<file path="src/rasp_pkg.sv">
package rasp_pkg;
  // ==========================================================
  // Register offsets (byte addresses)
  localparam logic [7:0] RASP_CFG_OFS = 8'h00;
  localparam logic [7:0] RASP_TMO_OFS = 8'h04;
  localparam logic [7:0] RASP_RTS_OFS = 8'h08;
  localparam logic [7:0] RASP_TXD_OFS = 8'h0c;
  localparam logic [7:0] RASP_RXD_OFS = 8'h10;
  localparam logic [7:0] RASP_STAT_OFS = 8'h14;
  localparam logic [7:0] RASP_IEN_OFS = 8'h18;
  localparam logic [7:0] RASP_ICLR_OFS = 8'h1c;
  localparam logic [7:0] RASP_BASE_OFS = 8'h20;
  // ==========================================================
  // Config field positions
  localparam int RASP_CFG_BAUD = 0;
  localparam int RASP_CFG_DB8 = 3;
  localparam int RASP_CFG_STOP2 = 4;
  localparam int RASP_CFG_PAR = 5;
  localparam int RASP_CFG_ECHO = 7;
  localparam int RASP_CFG_XON = 9;
  localparam int RASP_CFG_RTSFC = 10;
  localparam int RASP_CFG_PRINT = 11;
  localparam int RASP_CFG_EN = 12;
  // Reset: 19200, 8 bits, 1 stop, odd parity, 4-wire, enabled
  localparam logic [12:0] RASP_CFG_RST = 13'h104e;
  // Status bits
  localparam int RASP_ST_RXRDY = 0;
  localparam int RASP_ST_TXDONE = 1;
  localparam int RASP_ST_PERR = 2;
  localparam int RASP_ST_FERR = 3;
  localparam int RASP_ST_TMO = 4;
  localparam int RASP_ST_OVR = 5;
  localparam int RASP_NSTAT = 6;
  // ==========================================================
  // Timing
  localparam int RASP_CLK_HZ = 10000000;
  localparam int RASP_TMO_MS = 800;
  localparam int RASP_MS_CYC = RASP_CLK_HZ / 1000;
  localparam logic [15:0] RASP_TMO_RST = 16'(RASP_TMO_MS);
  localparam logic [15:0] RASP_RTSD_RST = 16'h0000;
  localparam logic [15:0] RASP_BASE_RST = 16'h1000;
  localparam logic [7:0] RASP_XON = 8'h11;
  localparam logic [7:0] RASP_XOFF = 8'h13;
  // Parity and echo encodings
  typedef enum logic [1:0] {
    RASP_PAR_NONE = 2'b00,
    RASP_PAR_EVEN = 2'b01,
    RASP_PAR_ODD = 2'b10
  } rasp_par_t;
  typedef enum logic [1:0] {
    RASP_ECHO_4W = 2'b00,
    RASP_ECHO_232 = 2'b01,
    RASP_ECHO_2W = 2'b10
  } rasp_echo_t;
  // Baud divisors, clocks per bit at 10 MHz
  function automatic logic [15:0] rasp_div(input logic [2:0] sel);
    case (sel)
      3'h0: rasp_div = 16'(RASP_CLK_HZ / 300);
      3'h1: rasp_div = 16'(RASP_CLK_HZ / 600);
      3'h2: rasp_div = 16'(RASP_CLK_HZ / 900);
      3'h3: rasp_div = 16'(RASP_CLK_HZ / 2400);
      3'h4: rasp_div = 16'(RASP_CLK_HZ / 4800);
      3'h5: rasp_div = 16'(RASP_CLK_HZ / 9600);
      3'h6: rasp_div = 16'(RASP_CLK_HZ / 19200);
      default: rasp_div = 16'(RASP_CLK_HZ / 38400);
    endcase
  endfunction
endpackage

</file>
<file path="src/rasp_top.sv">
`timescale 1ns/10ps
`default_nettype none
// Function
// RL1: Send and receive raw characters, no framing
// RL2: Response timeout after send flags error
// RL3: Raise RTS, wait on-delay, then send
// RL4: Wait off-delay after last char, drop RTS
// RL5: Seven or eight data bits selectable
// RL6: Eight selectable baud rates
// RL7: One or two stop bits
// RL8: None, even, odd parity generated and checked
// RL9: Echo suppression per wiring type
// RL10: XON/XOFF pauses and resumes transmit
// RL11: RTS flow control gates transfers
// RL12: Setup block base address register
// RL13: Print-only mode transmits, never receives
// RL14: Start bit, LSB first, parity, stops
module rasp_top
  import rasp_pkg::*;
(
  // Clock and reset
  input wire logic mclk,
  input wire logic reset,
  // APB slave
  input wire logic psel,
  input wire logic penable,
  input wire logic pwrite,
  input wire logic [7:0] paddr,
  input wire logic [31:0] pwdata,
  output logic [31:0] prdata,
  output logic pready,
  output logic pslverr,
  // Serial pins
  output logic serial_transmit_out,
  input wire logic serial_receive_in,
  output logic request_to_send_out,
  input wire logic clear_to_send_in,
  // Interrupt
  output logic irq
);
  import rasp_pkg::*;
  // ==========================================================
  // Registers
  logic [12:0] cfg;
  logic [15:0] tmo_ms;
  logic [15:0] rts_on_ms;
  logic [15:0] rts_off_ms;
  logic [15:0] base_addr;
  logic [RASP_NSTAT-1:0] stat;
  logic [RASP_NSTAT-1:0] ien;
  logic [7:0] rx_hold;
  logic [7:0] tx_hold;
  logic tx_pend;
  logic [15:0] div;
  logic db8;
  logic stop2;
  logic [1:0] par;
  logic [1:0] echo;
  logic print_only;
  always_comb begin
    div = rasp_div(cfg[RASP_CFG_BAUD +: 3]); // RL6
    db8 = cfg[RASP_CFG_DB8]; // RL5
    stop2 = cfg[RASP_CFG_STOP2]; // RL7
    par = cfg[RASP_CFG_PAR +: 2]; // RL8
    echo = cfg[RASP_CFG_ECHO +: 2];
    print_only = cfg[RASP_CFG_PRINT];
  end
  // ==========================================================
  // Pin synchronisers
  logic rx_s1, rx_s2, cts_s1, cts_s2;
  always_ff @(posedge mclk) begin
    if (reset) begin
      rx_s1 <= 1'b1;
      rx_s2 <= 1'b1;
      cts_s1 <= 1'b0;
      cts_s2 <= 1'b0;
    end else begin
      rx_s1 <= serial_receive_in;
      rx_s2 <= rx_s1;
      cts_s1 <= clear_to_send_in;
      cts_s2 <= cts_s1;
    end
  end
  // ==========================================================
  // APB decode, zero wait states
  logic wr_en, rd_en, mapped;
  always_comb begin
    wr_en = psel && penable && pwrite;
    rd_en = psel && penable && !pwrite;
    mapped = paddr[1:0] == 2'b00 && paddr <= RASP_BASE_OFS;
  end
  always_ff @(posedge mclk) begin
    if (reset) begin
      pready <= 1'b0;
      pslverr <= 1'b0;
    end else begin
      pready <= psel && !penable;
      pslverr <= psel && !penable && !mapped;
    end
  end
  logic acc;
  assign acc = psel && penable && pready && mapped;
  always_ff @(posedge mclk) begin
    if (reset) begin
      cfg <= RASP_CFG_RST;
      tmo_ms <= RASP_TMO_RST;
      rts_on_ms <= RASP_RTSD_RST;
      rts_off_ms <= RASP_RTSD_RST;
      base_addr <= RASP_BASE_RST;
      ien <= '0;
    end else if (acc && wr_en) begin
      case (paddr)
        RASP_CFG_OFS: cfg <= pwdata[12:0];
        RASP_TMO_OFS: tmo_ms <= pwdata[15:0];
        RASP_RTS_OFS: begin
          rts_on_ms <= pwdata[15:0];
          rts_off_ms <= pwdata[31:16];
        end
        RASP_BASE_OFS: base_addr <= pwdata[15:0]; // RL12
        RASP_IEN_OFS: ien <= pwdata[RASP_NSTAT-1:0];
        default: ;
      endcase
    end
  end
  always_ff @(posedge mclk) begin
    if (reset) begin
      prdata <= 32'h0000_0000;
    end else if (psel && !penable && !pwrite) begin
      case (paddr)
        RASP_CFG_OFS: prdata <= {19'h0, cfg};
        RASP_TMO_OFS: prdata <= {16'h0, tmo_ms};
        RASP_RTS_OFS: prdata <= {rts_off_ms, rts_on_ms};
        RASP_RXD_OFS: prdata <= {24'h0, rx_hold}; // RL1
        RASP_STAT_OFS: prdata <= {23'h0, tx_pend, 2'h0, stat};
        RASP_IEN_OFS: prdata <= {26'h0, ien};
        RASP_BASE_OFS: prdata <= {16'h0, base_addr};
        default: prdata <= 32'h0000_0000;
      endcase
    end
  end
  // ==========================================================
  // Transmit sequencing with RTS delays
  typedef enum logic [2:0] {
    RASP_IDLE = 3'b000,
    RASP_RTSON = 3'b001,
    RASP_SEND = 3'b010,
    RASP_WAIT = 3'b011,
    RASP_RTSOFF = 3'b100
  } rasp_state_t;
  rasp_state_t state;
  logic [15:0] ms_cnt;
  logic [15:0] ms_left;
  logic ms_tick;
  logic tx_start, tx_busy, tx_done, tx_line;
  logic xoff_seen;
  logic sent_evt;
  logic cts_ok;
  assign ms_tick = ms_cnt == 16'(RASP_MS_CYC - 1);
  // Hardware handshake only when a flow mode wires CTS
  assign cts_ok = !(cfg[RASP_CFG_RTSFC] || cfg[RASP_CFG_XON]) || cts_s2;
  always_ff @(posedge mclk) begin
    // Restart per delay, else the first ms of a delay is short
    if (reset || state == RASP_IDLE || state == RASP_SEND ||
        state == RASP_WAIT)
      ms_cnt <= 16'h0000;
    else
      ms_cnt <= ms_tick ? 16'h0000 : ms_cnt + 16'h0001;
  end
  always_ff @(posedge mclk) begin
    tx_start <= 1'b0;
    sent_evt <= 1'b0;
    if (reset) begin
      state <= RASP_IDLE;
      request_to_send_out <= 1'b0;
      ms_left <= 16'h0000;
    end else begin
      case (state)
        RASP_IDLE:
          if (tx_pend && cfg[RASP_CFG_EN]) begin
            request_to_send_out <= 1'b1; // RL3 RL11
            ms_left <= rts_on_ms;
            state <= RASP_RTSON;
          end
        RASP_RTSON:
          if (ms_left == 16'h0000) begin
            state <= RASP_SEND; // RL3
          end else if (ms_tick) begin
            ms_left <= ms_left - 16'h0001;
          end
        RASP_SEND:
          if (!xoff_seen && cts_ok) begin // RL10 RL11
            tx_start <= 1'b1;
            state <= RASP_WAIT;
          end
        RASP_WAIT:
          if (tx_done) begin
            sent_evt <= 1'b1;
            if (tx_pend) begin
              state <= RASP_SEND;
            end else begin
              ms_left <= rts_off_ms;
              state <= RASP_RTSOFF;
            end
          end
        RASP_RTSOFF:
          if (tx_pend) begin
            state <= RASP_SEND;
          end else if (ms_left == 16'h0000) begin
            request_to_send_out <= 1'b0; // RL4
            state <= RASP_IDLE;
          end else if (ms_tick) begin
            ms_left <= ms_left - 16'h0001;
          end
        default: state <= RASP_IDLE;
      endcase
    end
  end
  // Holding register: taken when the sender starts
  always_ff @(posedge mclk) begin
    if (reset) begin
      tx_pend <= 1'b0;
      tx_hold <= 8'h00;
    end else if (acc && wr_en && paddr == RASP_TXD_OFS && !tx_pend) begin
      tx_pend <= 1'b1; // RL1
      tx_hold <= pwdata[7:0];
    end else if (tx_start) begin
      tx_pend <= 1'b0;
    end
  end
  rasp_tx u_tx (
    .mclk(mclk),
    .reset(reset),
    .div(div),
    .db8(db8),
    .stop2(stop2),
    .par(par),
    .start(tx_start),
    .data(tx_hold),
    .busy(tx_busy),
    .done(tx_done),
    .txd(tx_line)
  );
  always_ff @(posedge mclk) begin
    if (reset)
      serial_transmit_out <= 1'b1;
    else
      serial_transmit_out <= tx_line; // RL14
  end
  // ==========================================================
  // Receive; 2-wire RS-485 hears its own echo, so mute it
  logic rx_en;
  logic rx_valid, rx_perr, rx_ferr;
  logic [7:0] rx_data;
  assign rx_en = !print_only && // RL13
    !(echo == RASP_ECHO_2W && (tx_busy || state == RASP_WAIT)); // RL9
  rasp_rx u_rx (
    .mclk(mclk),
    .reset(reset),
    .div(div),
    .db8(db8),
    .par(par),
    .rxd(rx_s2),
    .enable(rx_en),
    .valid(rx_valid),
    .data(rx_data),
    .perr(rx_perr),
    .ferr(rx_ferr)
  );
  always_ff @(posedge mclk) begin
    if (reset) begin
      xoff_seen <= 1'b0;
      rx_hold <= 8'h00;
    end else if (rx_valid) begin
      if (cfg[RASP_CFG_XON] && rx_data == RASP_XOFF)
        xoff_seen <= 1'b1; // RL10
      else if (cfg[RASP_CFG_XON] && rx_data == RASP_XON)
        xoff_seen <= 1'b0; // RL10
      else
        rx_hold <= rx_data;
    end else if (!cfg[RASP_CFG_XON]) begin
      xoff_seen <= 1'b0;
    end
  end
  // ==========================================================
  // Response timeout, restarted by each sent character except in print-only mode
  logic tmo_run;
  logic [15:0] tmo_left;
  logic tmo_evt;
  logic [15:0] free_cnt;
  logic ms_tick_free;
  always_ff @(posedge mclk) begin
    tmo_evt <= 1'b0;
    if (reset) begin
      tmo_run <= 1'b0;
      tmo_left <= 16'h0000;
    end else if (sent_evt && !print_only) begin
      tmo_run <= 1'b1; // RL2
      tmo_left <= tmo_ms;
    end else if (rx_valid) begin
      tmo_run <= 1'b0;
    end else if (tmo_run && state != RASP_WAIT) begin
      if (tmo_left == 16'h0000) begin
        tmo_run <= 1'b0;
        tmo_evt <= 1'b1; // RL2
      end else if (ms_tick_free) begin
        tmo_left <= tmo_left - 16'h0001;
      end
    end
  end
  // Restarted by each send so the timeout is whole milliseconds
  always_ff @(posedge mclk) begin
    if (reset || sent_evt || free_cnt == 16'(RASP_MS_CYC - 1))
      free_cnt <= 16'h0000;
    else
      free_cnt <= free_cnt + 16'h0001;
  end
  assign ms_tick_free = free_cnt == 16'(RASP_MS_CYC - 1);
  // ==========================================================
  // Sticky status, set wins over clear
  logic [RASP_NSTAT-1:0] ev, clr;
  logic rx_ovr;
  assign rx_ovr = rx_valid && stat[RASP_ST_RXRDY];
  always_comb begin
    ev = '0;
    ev[RASP_ST_RXRDY] = rx_valid;
    ev[RASP_ST_TXDONE] = sent_evt;
    ev[RASP_ST_PERR] = rx_valid && rx_perr; // RL8
    ev[RASP_ST_FERR] = rx_valid && rx_ferr;
    ev[RASP_ST_TMO] = tmo_evt;
    ev[RASP_ST_OVR] = rx_ovr;
    clr = (acc && wr_en && paddr == RASP_ICLR_OFS) ?
      pwdata[RASP_NSTAT-1:0] : '0;
  end
  always_ff @(posedge mclk) begin
    if (reset)
      stat <= '0;
    else
      stat <= (stat & ~clr) | ev;
  end
  always_ff @(posedge mclk) begin
    if (reset)
      irq <= 1'b0;
    else
      irq <= |(((stat & ~clr) | ev) & ien);
  end
  // ==========================================================
  // Checks
  property p_rts_first;
    @(posedge mclk) disable iff (reset)
      $rose(tx_start) |-> request_to_send_out;
  endproperty
  a_rts_first: assert property (p_rts_first) // RL3
    else $error("character started with RTS low");
  property p_rts_hold;
    @(posedge mclk) disable iff (reset)
      $fell(request_to_send_out) |-> !tx_busy && !$past(tx_pend);
  endproperty
  a_rts_hold: assert property (p_rts_hold) // RL4
    else $error("RTS dropped while sending");
  property p_xoff;
    @(posedge mclk) disable iff (reset)
      $past(xoff_seen) |-> !tx_start;
  endproperty
  a_xoff: assert property (p_xoff) // RL10
    else $error("sent while paused by XOFF");
  property p_start_bit;
    @(posedge mclk) disable iff (reset)
      tx_start |=> ##1 !serial_transmit_out;
  endproperty
  a_start_bit: assert property (p_start_bit) // RL14
    else $error("missing start bit");
  property p_print;
    @(posedge mclk) disable iff (reset)
      print_only |-> !rx_en;
  endproperty
  a_print: assert property (p_print) // RL13
    else $error("receiver active in print-only mode");
  property p_cts;
    @(posedge mclk) disable iff (reset)
      tx_start && cfg[RASP_CFG_RTSFC] |-> $past(cts_s2);
  endproperty
  a_cts: assert property (p_cts) // RL11
    else $error("sent without clear to send");
  property p_tmo;
    @(posedge mclk) disable iff (reset)
      tmo_evt |=> stat[RASP_ST_TMO];
  endproperty
  a_tmo: assert property (p_tmo) // RL2
    else $error("timeout not flagged");
  property p_echo;
    @(posedge mclk) disable iff (reset)
      echo == RASP_ECHO_2W && tx_busy |-> !rx_en;
  endproperty
  a_echo: assert property (p_echo) // RL9
    else $error("own echo not muted");
endmodule // rasp_top
`default_nettype wire

</file>
<file path="src/rasp_tx.sv">
`timescale 1ns/10ps
`default_nettype none
module rasp_tx
  import rasp_pkg::*;
(
  // Clock and reset
  input wire logic mclk,
  input wire logic reset,
  // Frame format
  input wire logic [15:0] div,
  input wire logic db8,
  input wire logic stop2,
  input wire logic [1:0] par,
  // Character
  input wire logic start,
  input wire logic [7:0] data,
  output logic busy,
  output logic done,
  // Line
  output logic txd
);
  import rasp_pkg::*;
  // ==========================================================
  // Shift register of data, parity and stops (start bit driven directly), LSB first
  logic [11:0] shreg;
  logic [3:0] left;
  logic [15:0] cnt;
  logic [7:0] d;
  logic pbit;
  logic haspar;
  always_comb begin
    d = db8 ? data : {1'b0, data[6:0]};
    haspar = par != RASP_PAR_NONE;
    pbit = (^d) ^ (par == RASP_PAR_ODD);
  end
  always_ff @(posedge mclk) begin
    done <= 1'b0;
    if (reset) begin
      busy <= 1'b0;
      txd <= 1'b1;
      shreg <= 12'hfff;
      left <= 4'h0;
      cnt <= 16'h0000;
    end else if (!busy) begin
      if (start) begin
        busy <= 1'b1;
        txd <= 1'b0;
        cnt <= div - 16'h0001;
        // Data, parity, stops after the start bit
        if (db8)
          shreg <= haspar ? {2'b11, 1'b1, pbit, d} : {3'b111, 1'b1, d};
        else
          shreg <= haspar ? {3'b111, 1'b1, pbit, d[6:0]}
                          : {4'b1111, 1'b1, d[6:0]};
        left <= 4'(7 + 32'(db8) + 32'(haspar) + 1 + 32'(stop2));
      end
    end else if (cnt != 16'h0000) begin
      cnt <= cnt - 16'h0001;
    end else if (left == 4'h0) begin
      busy <= 1'b0;
      done <= 1'b1;
      txd <= 1'b1;
    end else begin
      txd <= shreg[0];
      shreg <= {1'b1, shreg[11:1]};
      left <= left - 4'h1;
      cnt <= div - 16'h0001;
    end
  end
endmodule // rasp_tx
`default_nettype wire

</file>
<file path="src/rasp_rx.sv">
`timescale 1ns/10ps
`default_nettype none
module rasp_rx
  import rasp_pkg::*;
(
  // Clock and reset
  input wire logic mclk,
  input wire logic reset,
  // Frame format
  input wire logic [15:0] div,
  input wire logic db8,
  input wire logic [1:0] par,
  // Line, already synchronised
  input wire logic rxd,
  input wire logic enable,
  // Result
  output logic valid,
  output logic [7:0] data,
  output logic perr,
  output logic ferr
);
  import rasp_pkg::*;
  // ==========================================================
  logic busy;
  logic [15:0] cnt;
  logic [3:0] idx;
  logic [8:0] sh;
  logic [3:0] nbits;
  logic haspar;
  always_comb begin
    haspar = par != RASP_PAR_NONE;
    nbits = 4'(7 + 32'(db8) + 32'(haspar));
  end
  always_ff @(posedge mclk) begin
    valid <= 1'b0;
    if (reset) begin
      busy <= 1'b0;
      cnt <= 16'h0000;
      idx <= 4'h0;
      sh <= 9'h000;
      data <= 8'h00;
      perr <= 1'b0;
      ferr <= 1'b0;
    end else if (!busy) begin
      // Sample mid start bit
      if (enable && !rxd) begin
        busy <= 1'b1;
        cnt <= {1'b0, div[15:1]};
        idx <= 4'h0;
      end
    end else if (cnt != 16'h0000) begin
      cnt <= cnt - 16'h0001;
    end else begin
      cnt <= div - 16'h0001;
      if (idx == 4'h0 && rxd) begin
        busy <= 1'b0;
      end else if (idx == nbits + 4'h1) begin
        // Stop bit: second stop bit not demanded on receive
        busy <= 1'b0;
        valid <= 1'b1;
        ferr <= !rxd;
        if (db8) begin
          data <= sh[7:0];
          perr <= haspar && ((^sh) != (par == RASP_PAR_ODD));
        end else begin
          data <= {1'b0, sh[6:0]};
          perr <= haspar && ((^sh[7:0]) != (par == RASP_PAR_ODD));
        end
        idx <= 4'h0;
      end else begin
        if (idx != 4'h0)
          sh[idx - 4'h1] <= rxd;
        idx <= idx + 4'h1;
      end
    end
  end
endmodule // rasp_rx
`default_nettype wire

</file>
<file path="config.mk">
export PLATFORM = sky130hd
export DESIGN_NAME = rasp_top
export DESIGN_NICKNAME = d
export VERILOG_FILES = /design/src/rasp_pkg.sv /design/src/rasp_top.sv /design/src/rasp_tx.sv /design/src/rasp_rx.sv
export SDC_FILE = /design/constraint.sdc
export NUM_CORES = 1
export LEC_CHECK = 0
export ABC_CLOCK_PERIOD_IN_PS = 6000
export CORE_ASPECT_RATIO = 0.75
export CORE_MARGIN = 2
export CORE_UTILIZATION = 64
export CTS_BUF_LIST = sky130_fd_sc_hd__clkbuf_4 sky130_fd_sc_hd__clkbuf_8
export DETAILED_ROUTE_END_ITERATION = 6
export DONT_BUFFER_PORTS = 1
export GPL_ROUTABILITY_DRIVEN = 0
export PLACE_DENSITY_LB_ADDON = 0.08
export SLEW_MARGIN = 20
export SYNTH_ARGS = -nofsm -noshare
export SYNTH_HDL_FRONTEND = slang
export SYNTH_SLANG_ARGS = --single-unit
</file>
<file path="constraint.sdc">
create_clock -name mclk -period 6 [get_ports mclk]
set_input_delay 1.2 -clock mclk [delete_from_list [all_inputs] [get_ports mclk]]
set_output_delay 1.2 -clock mclk [all_outputs]
set_load 0.02 [all_outputs]
</file>
## Yosys cells after proc, flatten, opt, wreduce, memory -nomap -nowiden

Index checks and enable logic that the tools add are counted.

- Logic and storage cells: 299
- Register bits: 295
- Output and inout port bits: 37

- Mux-type cells: 83
- $lt $le $gt $ge: 3
- $add $sub $neg: 15
- Bitwise gates (word level): 15
- Reductions and logical operators: 94
- Eq/ne operators: 45

Operator list:

| cell | number |
|---|---|
| 16-bit two-way mux | 18 |
| 32-bit one-hot mux with 7 select lines | 1 |
| 16-bit one-hot mux with 7 select lines | 1 |
| 16-bit by 1-bit subtractor with 16-bit output (second input constant) | 5 |
| 16-bit one-hot mux with 4 select lines | 1 |
| 12-bit two-way mux | 5 |
| 8-bit by 5-bit equality test with 1-bit output (second input constant) | 6 |
| 4-bit two-way mux | 9 |
| 16-bit by 1-bit adder with 16-bit output (second input constant) | 2 |
| 16-bit by 14-bit equality test with 1-bit output (second input constant) | 2 |
| 16-bit logical NOT | 2 |
| 1-bit two-way mux | 32 |
| 16-bit nonzero test | 2 |
| 1-bit logical AND | 28 |
| 8-bit two-way mux | 3 |
| 3-bit two-way mux | 7 |
| 2-bit inequality test (second input constant) | 10 |
| 2-bit AND reduction | 9 |
| 8-bit by 4-bit equality test with 1-bit output (second input constant) | 2 |
| 8-bit parity | 2 |
| 3-bit one-hot mux with 5 select lines | 1 |
| 5-bit AND reduction | 3 |
| 2-bit nonzero test | 7 |
| 4-bit by 1-bit adder with 4-bit output (second input constant) | 3 |
| other kinds (42) | 94 |

## Logic depth before layout (Yosys ltp)

- Word-level depth: 11
- Gate-level depth with buffers: 10
- Mapped depth without buffers: 9

## By module

From an unflattened synthesis, not the netlist that was laid out.

- Cells, all modules: 1820
- Area total of the unflattened synthesis: 14964.4 um2

By module, submodules not included:

| module | times used | area an instance (um2) | cells each |
|---|---|---|---|
| rasp_top | 1 | 10224.8 | 1231 |
| rasp_rx | 1 | 2698.8 | 344 |
| rasp_tx | 1 | 2040.7 | 245 |

## Worst setup path before layout

Ideal clock, no wire load.

- Kind: input to register
- Start: input paddr[5]
- End: register cfg[12]
- Slack: 2.558 ns
- Stages: 8
- Buffers on the path: 2
- Arrival time: 3.313 ns
- Cell sequence: clkbuf_1 -> nor4_1 -> nand2_1 -> or2_2 -> nor3_2 -> buf_2 -> mux2i_1 -> nand2_1

- Word-level cells in the longest chain between the ends: 5

RTL lines:

| element | RTL line | source |
|---|---|---|
| start, declared | rasp_top.sv:28 | `input wire logic [7:0] paddr,` |
| 8-bit by 6-bit <= comparator with 1-bit output | rasp_top.sv:90 | `mapped = paddr[1:0] == 2'b00 && paddr <= RASP_BASE_OFS;` |
| 1-bit logical AND | rasp_top.sv:90 |  |
| 1-bit logical AND | rasp_top.sv:102 | `assign acc = psel && penable && pready && mapped;` |
| 1-bit logical AND | rasp_top.sv:111 | `end else if (acc && wr_en) begin` |
| 2-bit AND reduction (no source line) (*) | -- |  |
| end signal, assigned | rasp_top.sv:113 | `RASP_CFG_OFS: cfg <= pwdata[12:0];` |
| end, declared | rasp_top.sv:44 | `logic [12:0] cfg;` |

Every way passes the cells marked *; elsewhere a longest branch is shown, timed or not.
A chain may end at the register's enable or synchronous reset.

## Worst setup path after layout

- Start: input paddr[1]
- End: register base_addr[12]

- Word-level cells in the longest chain between the ends: 5

RTL lines:

| element | RTL line | source |
|---|---|---|
| 8-bit by 6-bit <= comparator with 1-bit output / 2-bit logical NOT (equally long branches) | rasp_top.sv:90 |  |
| 1-bit logical AND | rasp_top.sv:90 |  |
| 1-bit logical AND | rasp_top.sv:102 |  |
| 1-bit logical AND | rasp_top.sv:111 |  |
| 2-bit AND reduction (no source line) (*) | -- |  |
| end signal, assigned | rasp_top.sv:119 | `RASP_BASE_OFS: base_addr <= pwdata[15:0];` |
| end, declared | rasp_top.sv:48 | `logic [15:0] base_addr;` |

Marks and branches as above.

==> results.md <==
- The width of the chip is 175 um.
- The repair_antennas step left the layout with diodes totalling 0.
- The clock period minus final worst setup slack is around 3.4 ns.
- After the first detailed-routing iteration, the DRC count stood at 1,758.
- Ranked by total cell area, the synthesized netlist is headed by sky130_fd_sc_hd__dfxtp_1, sky130_fd_sc_hd__nand2_1, sky130_fd_sc_hd__mux2i_1.
- The wire length of the first global-routing pass is 62,900 um.
- The initial standard-cell utilization of the core is between 60% and 70%.
- Summing all multi-input logic gate instances after layout gives roughly 7700 um^2.
- The utilization after layout is about 71%.
- The setup TNS after final layout is 0 ns.
- The detailed-routing iteration count for the pre-antenna-repair pass is 7.
- The post-CTS clock slew at the launch and capture registers of the worst setup and hold paths is around 0.060 ns.
- The average instance in the mapped netlist occupies around 8.2 um^2.
- 84 I/O pins were placed.
- The flow ran to the end, but the final reports show violations.
- STA puts the critical path data arrival time at roughly 3.9 ns.
- The post-route cell area is between 15,000 and 20,000 um^2.
- For the final database, setup skew stands at about 0.037 ns.
- The number of placement rows is 46.
- For this run, the register share of the synthesized area comes to around 42%.
- The die is between 100 and 150 um tall.
- The pin count of the biggest net entering global routing is approximately 210.
- Global routing used 33.6% of the available tracks.
- Wires add up to roughly 40,000 um.
- The final layout contains ~1,700 nets.
- In this run the number of H-tree levels came out at 2.
- The worst slack at placement is 2.10 ns.
- Counting flops per register, the top entry is prdata.
- TritonCTS built the clock tree.
- The cell type with the highest aggregate area in the netlist is sky130_fd_sc_hd__dfxtp_1.
- The worst hold-check path type is reg -> reg.
- At the pin with the least slew margin, the transition time is roughly 1.1 ns.
- The clock reaches the later pin of the worst-skew pair after between 0.5 and 0.6 ns.
- The via count of the first global-routing pass is around 11,000.
- The instance area at placement is 14,100 um^2.
- Static timing analysis puts the maximum clock frequency at slightly below 0.3 GHz.
- The kind of critical path is in -> reg.
- The power density normalized to cell area is 320 nW/um^2.
- Across the run, the number of max-cap violations was 0.
- The worst voltage drop across the vdd grid is 0.213 mV.
- The post-cts resize count is 0.
- The library cells used most frequently in the layout, excluding fill and tap cells, are sky130_fd_sc_hd__dfxtp_1, sky130_fd_sc_hd__nand2_1, sky130_fd_sc_hd__nor2_1.
- The fraction of post-synthesis cell area in the top cell type by area is about two fifths.
- The final number of hold-violating endpoints is 0.
- In this run the worst path has a maximum fanout of 16.
- The worst path uses a little under three fifths of the clock period.
- The synthesized instance count is around 1,700.
- The slowest cell on the critical path is sky130_fd_sc_hd__nand3b_1.
- The global-route congestion overflow total is 0.
- Counting flops with an async set or reset pin after synthesis yields a share of 0%.
- The number of distinct library cells after synthesis is 74.
- Synthesis inferred roughly 290 register bits.
- The data required time at the worst endpoint is about 6.4 ns.
- Traced cell by cell, the critical path runs through nor3_1 -> nand3_1 -> nor2b_1 -> nand3b_1 -> mux2i_1 -> nand2_1.
- Setup repair after global routing left no endpoint under its margin.
- Post-CTS timing repair inserted 0 buffers for setup.
- Summing over every cut layer, the via total after detailed routing is ~13,000.
- Of the cells placed in the final design, the portion with a size suffix greater than 1 is 7.14%.
- The final reports fail on design-rule violations.
- The main flop type after synthesis is sky130_fd_sc_hd__dfxtp_1.
- The post-synth design cell area is ~14,000 um^2.
- After detailed routing, the number of remaining DRC violations is 4.
- In the routed layout, each cell is associated on average with a via count of 6.40.
- In this run the static leakage power is 0.00549 uW.
- Setup violations remaining at the end of the flow were counted as 0.
- The total of fill cells in the finished design is between 1,500 and 2,000.
- The area inside the core boundary is between 20,000 and 25,000 um^2.
- The number of buffer cells added on primary ports is 0.
- The register with the most flip-flops in the layout has 32 of them.
- The maximum cell stage delay along the critical path is 0.85 ns.
- The relative slew slack is between 20% and 30%.
- The buffer depth of the longest clock path is 3.
- The routed wirelength normalized by instance count is roughly 20 um.
- The number of buffers added by the clock tree synthesis step is 45.
- The wire-length estimate of the detail-placed layout is ~28,000 um.
- Once detail routing completed, the nets flagged for antenna violations numbered 0.
- The category of the worst setup path launch point is a primary input.
- The kind of capture point of the worst setup path is a flop.
- The commonest non-fill, non-tap cell in the layout is sky130_fd_sc_hd__dfxtp_1.
- The number of buffers added to fix hold violations after cts is 0.
- Compared with the post-synthesis result, the final layout area differs by 7.34%.
- For this design, the sink count on the clock tree is between 200 and 300.
- The count of flip-flops with a built-in enable after synthesis is 0.
- The area enclosed by the die boundary is about 23,000 um^2.
- The number of antenna violations at the first check in global routing is 0.
- The number of slew-limit violations in the final report was 0.
- Registers take about 5800 um^2.
- The worst setup slack after layout is about 2.6 ns.
- The Yosys warning count is 0.
- The root cell of the clock tree is sky130_fd_sc_hd__clkbuf_8.
- When the netlist entered floorplanning its net count stood at between 1,500 and 2,000.
-- where the power goes --
group	internal [uW]	switching, uW
clock network	961	791
logic	327	607
registers	2040	111
total	3330	1510
-- cell usage after synthesis, types with 10 or more instances --
cell type and number:
sky130_fd_sc_hd__dfxtp_1 292, sky130_fd_sc_hd__nand2_1 229, sky130_fd_sc_hd__nor2_1 200, sky130_fd_sc_hd__a21oi_1 143, sky130_fd_sc_hd__clkbuf_1 94, sky130_fd_sc_hd__mux2i_1 83, sky130_fd_sc_hd__o21ai_0 73, sky130_fd_sc_hd__nand3_1 53
sky130_fd_sc_hd__nor3_1 43, sky130_fd_sc_hd__xor2_1 41, sky130_fd_sc_hd__inv_1 37, sky130_fd_sc_hd__xnor2_1 33, sky130_fd_sc_hd__nor4_1 26, sky130_fd_sc_hd__a22oi_1 25, sky130_fd_sc_hd__o211ai_1 24, sky130_fd_sc_hd__or3_1 24
sky130_fd_sc_hd__a211oi_1 23, sky130_fd_sc_hd__ha_1 21, sky130_fd_sc_hd__nand4_1 20, sky130_fd_sc_hd__o22ai_1 18, sky130_fd_sc_hd__and3_1 16, sky130_fd_sc_hd__nor2b_1 16, sky130_fd_sc_hd__and2_1 13, sky130_fd_sc_hd__nand2b_1 13
sky130_fd_sc_hd__a221oi_1 12, sky130_fd_sc_hd__a22o_1 10
-- final cells by class --
class                           instances  area share (%)
Clock buffer                           74            6.04
Tap cell                              288            2.39
Timing Repair Buffer                   13           0.646
Multi-Input combinational cell       1286            51.0
Clock inverter                          6           0.265
Inverter                               38           0.944
Sequential cell                       292            38.7
-- per-stage QoR --
stage / power, uW / hold slack [ns] / cells
4_1_cts: 4830 / 0.453 / 1996
2_1_floorplan: 2910 / 0.389 / 1722
5_1_grt: 5070 / 0.458 / 1997
6_report: 4840 / 0.449 / 1997
3_3_place_gp: 3070 / 0.423 / 1916
3_5_place_dp: 3090 / 0.434 / 1916
-- cell families (layout without fill, tap and decap cells) --
| group | count (synthesis) | count (layout) | share of synthesized area [%] |
|---|---|---|---|
| xor+xnor | 75 | 75 | 4.77 |
| fa+ha+maj | 22 | 22 | 2.01 |
| mux | 89 | 89 | 6.46 |
| simple gates | 708 | 708 | 23.8 |
| buf+inv | 144 | 131 | 3.89 |
| compound gates | 392 | 392 | 17.5 |
| flops | 292 | 292 | 41.5 |
-- per-layer routing --
metal  global-route usage [%]  part of all wire, %  up-vias
met5                        0                    0        -
met4                     9.21                  2.0        0
met3                     8.07                   11       67
met2                     45.7                   41      678
met1                     52.3                   46     6015
li1                         -                    -     6025
-- worst paths after layout --
kind / startpoint / end / slack [ns] / cells after the start
setup reg to reg: u_rx.cnt[0]$_SDFFE_PP0P_ / u_rx.data[5]$_SDFFE_PP0P_ / 2.59 / 8
setup / recovery: paddr[1] / base_addr[12]$_SDFFE_PP1P_ / 2.57 / 6
hold / removal: cts_s1$_SDFF_PP0_ / cts_s2$_SDFF_PP0_ / 0.45 / 1
hold reg to reg: cts_s1$_SDFF_PP0_ / cts_s2$_SDFF_PP0_ / 0.45 / 1
-- worst max-delay path: cells and delay by family --
kind | cells | cell delay [ns]
and+or+nand+nor | 5 | 2.30
muxes | 1 | 0.37
Power figures use the tool's default switching activity.
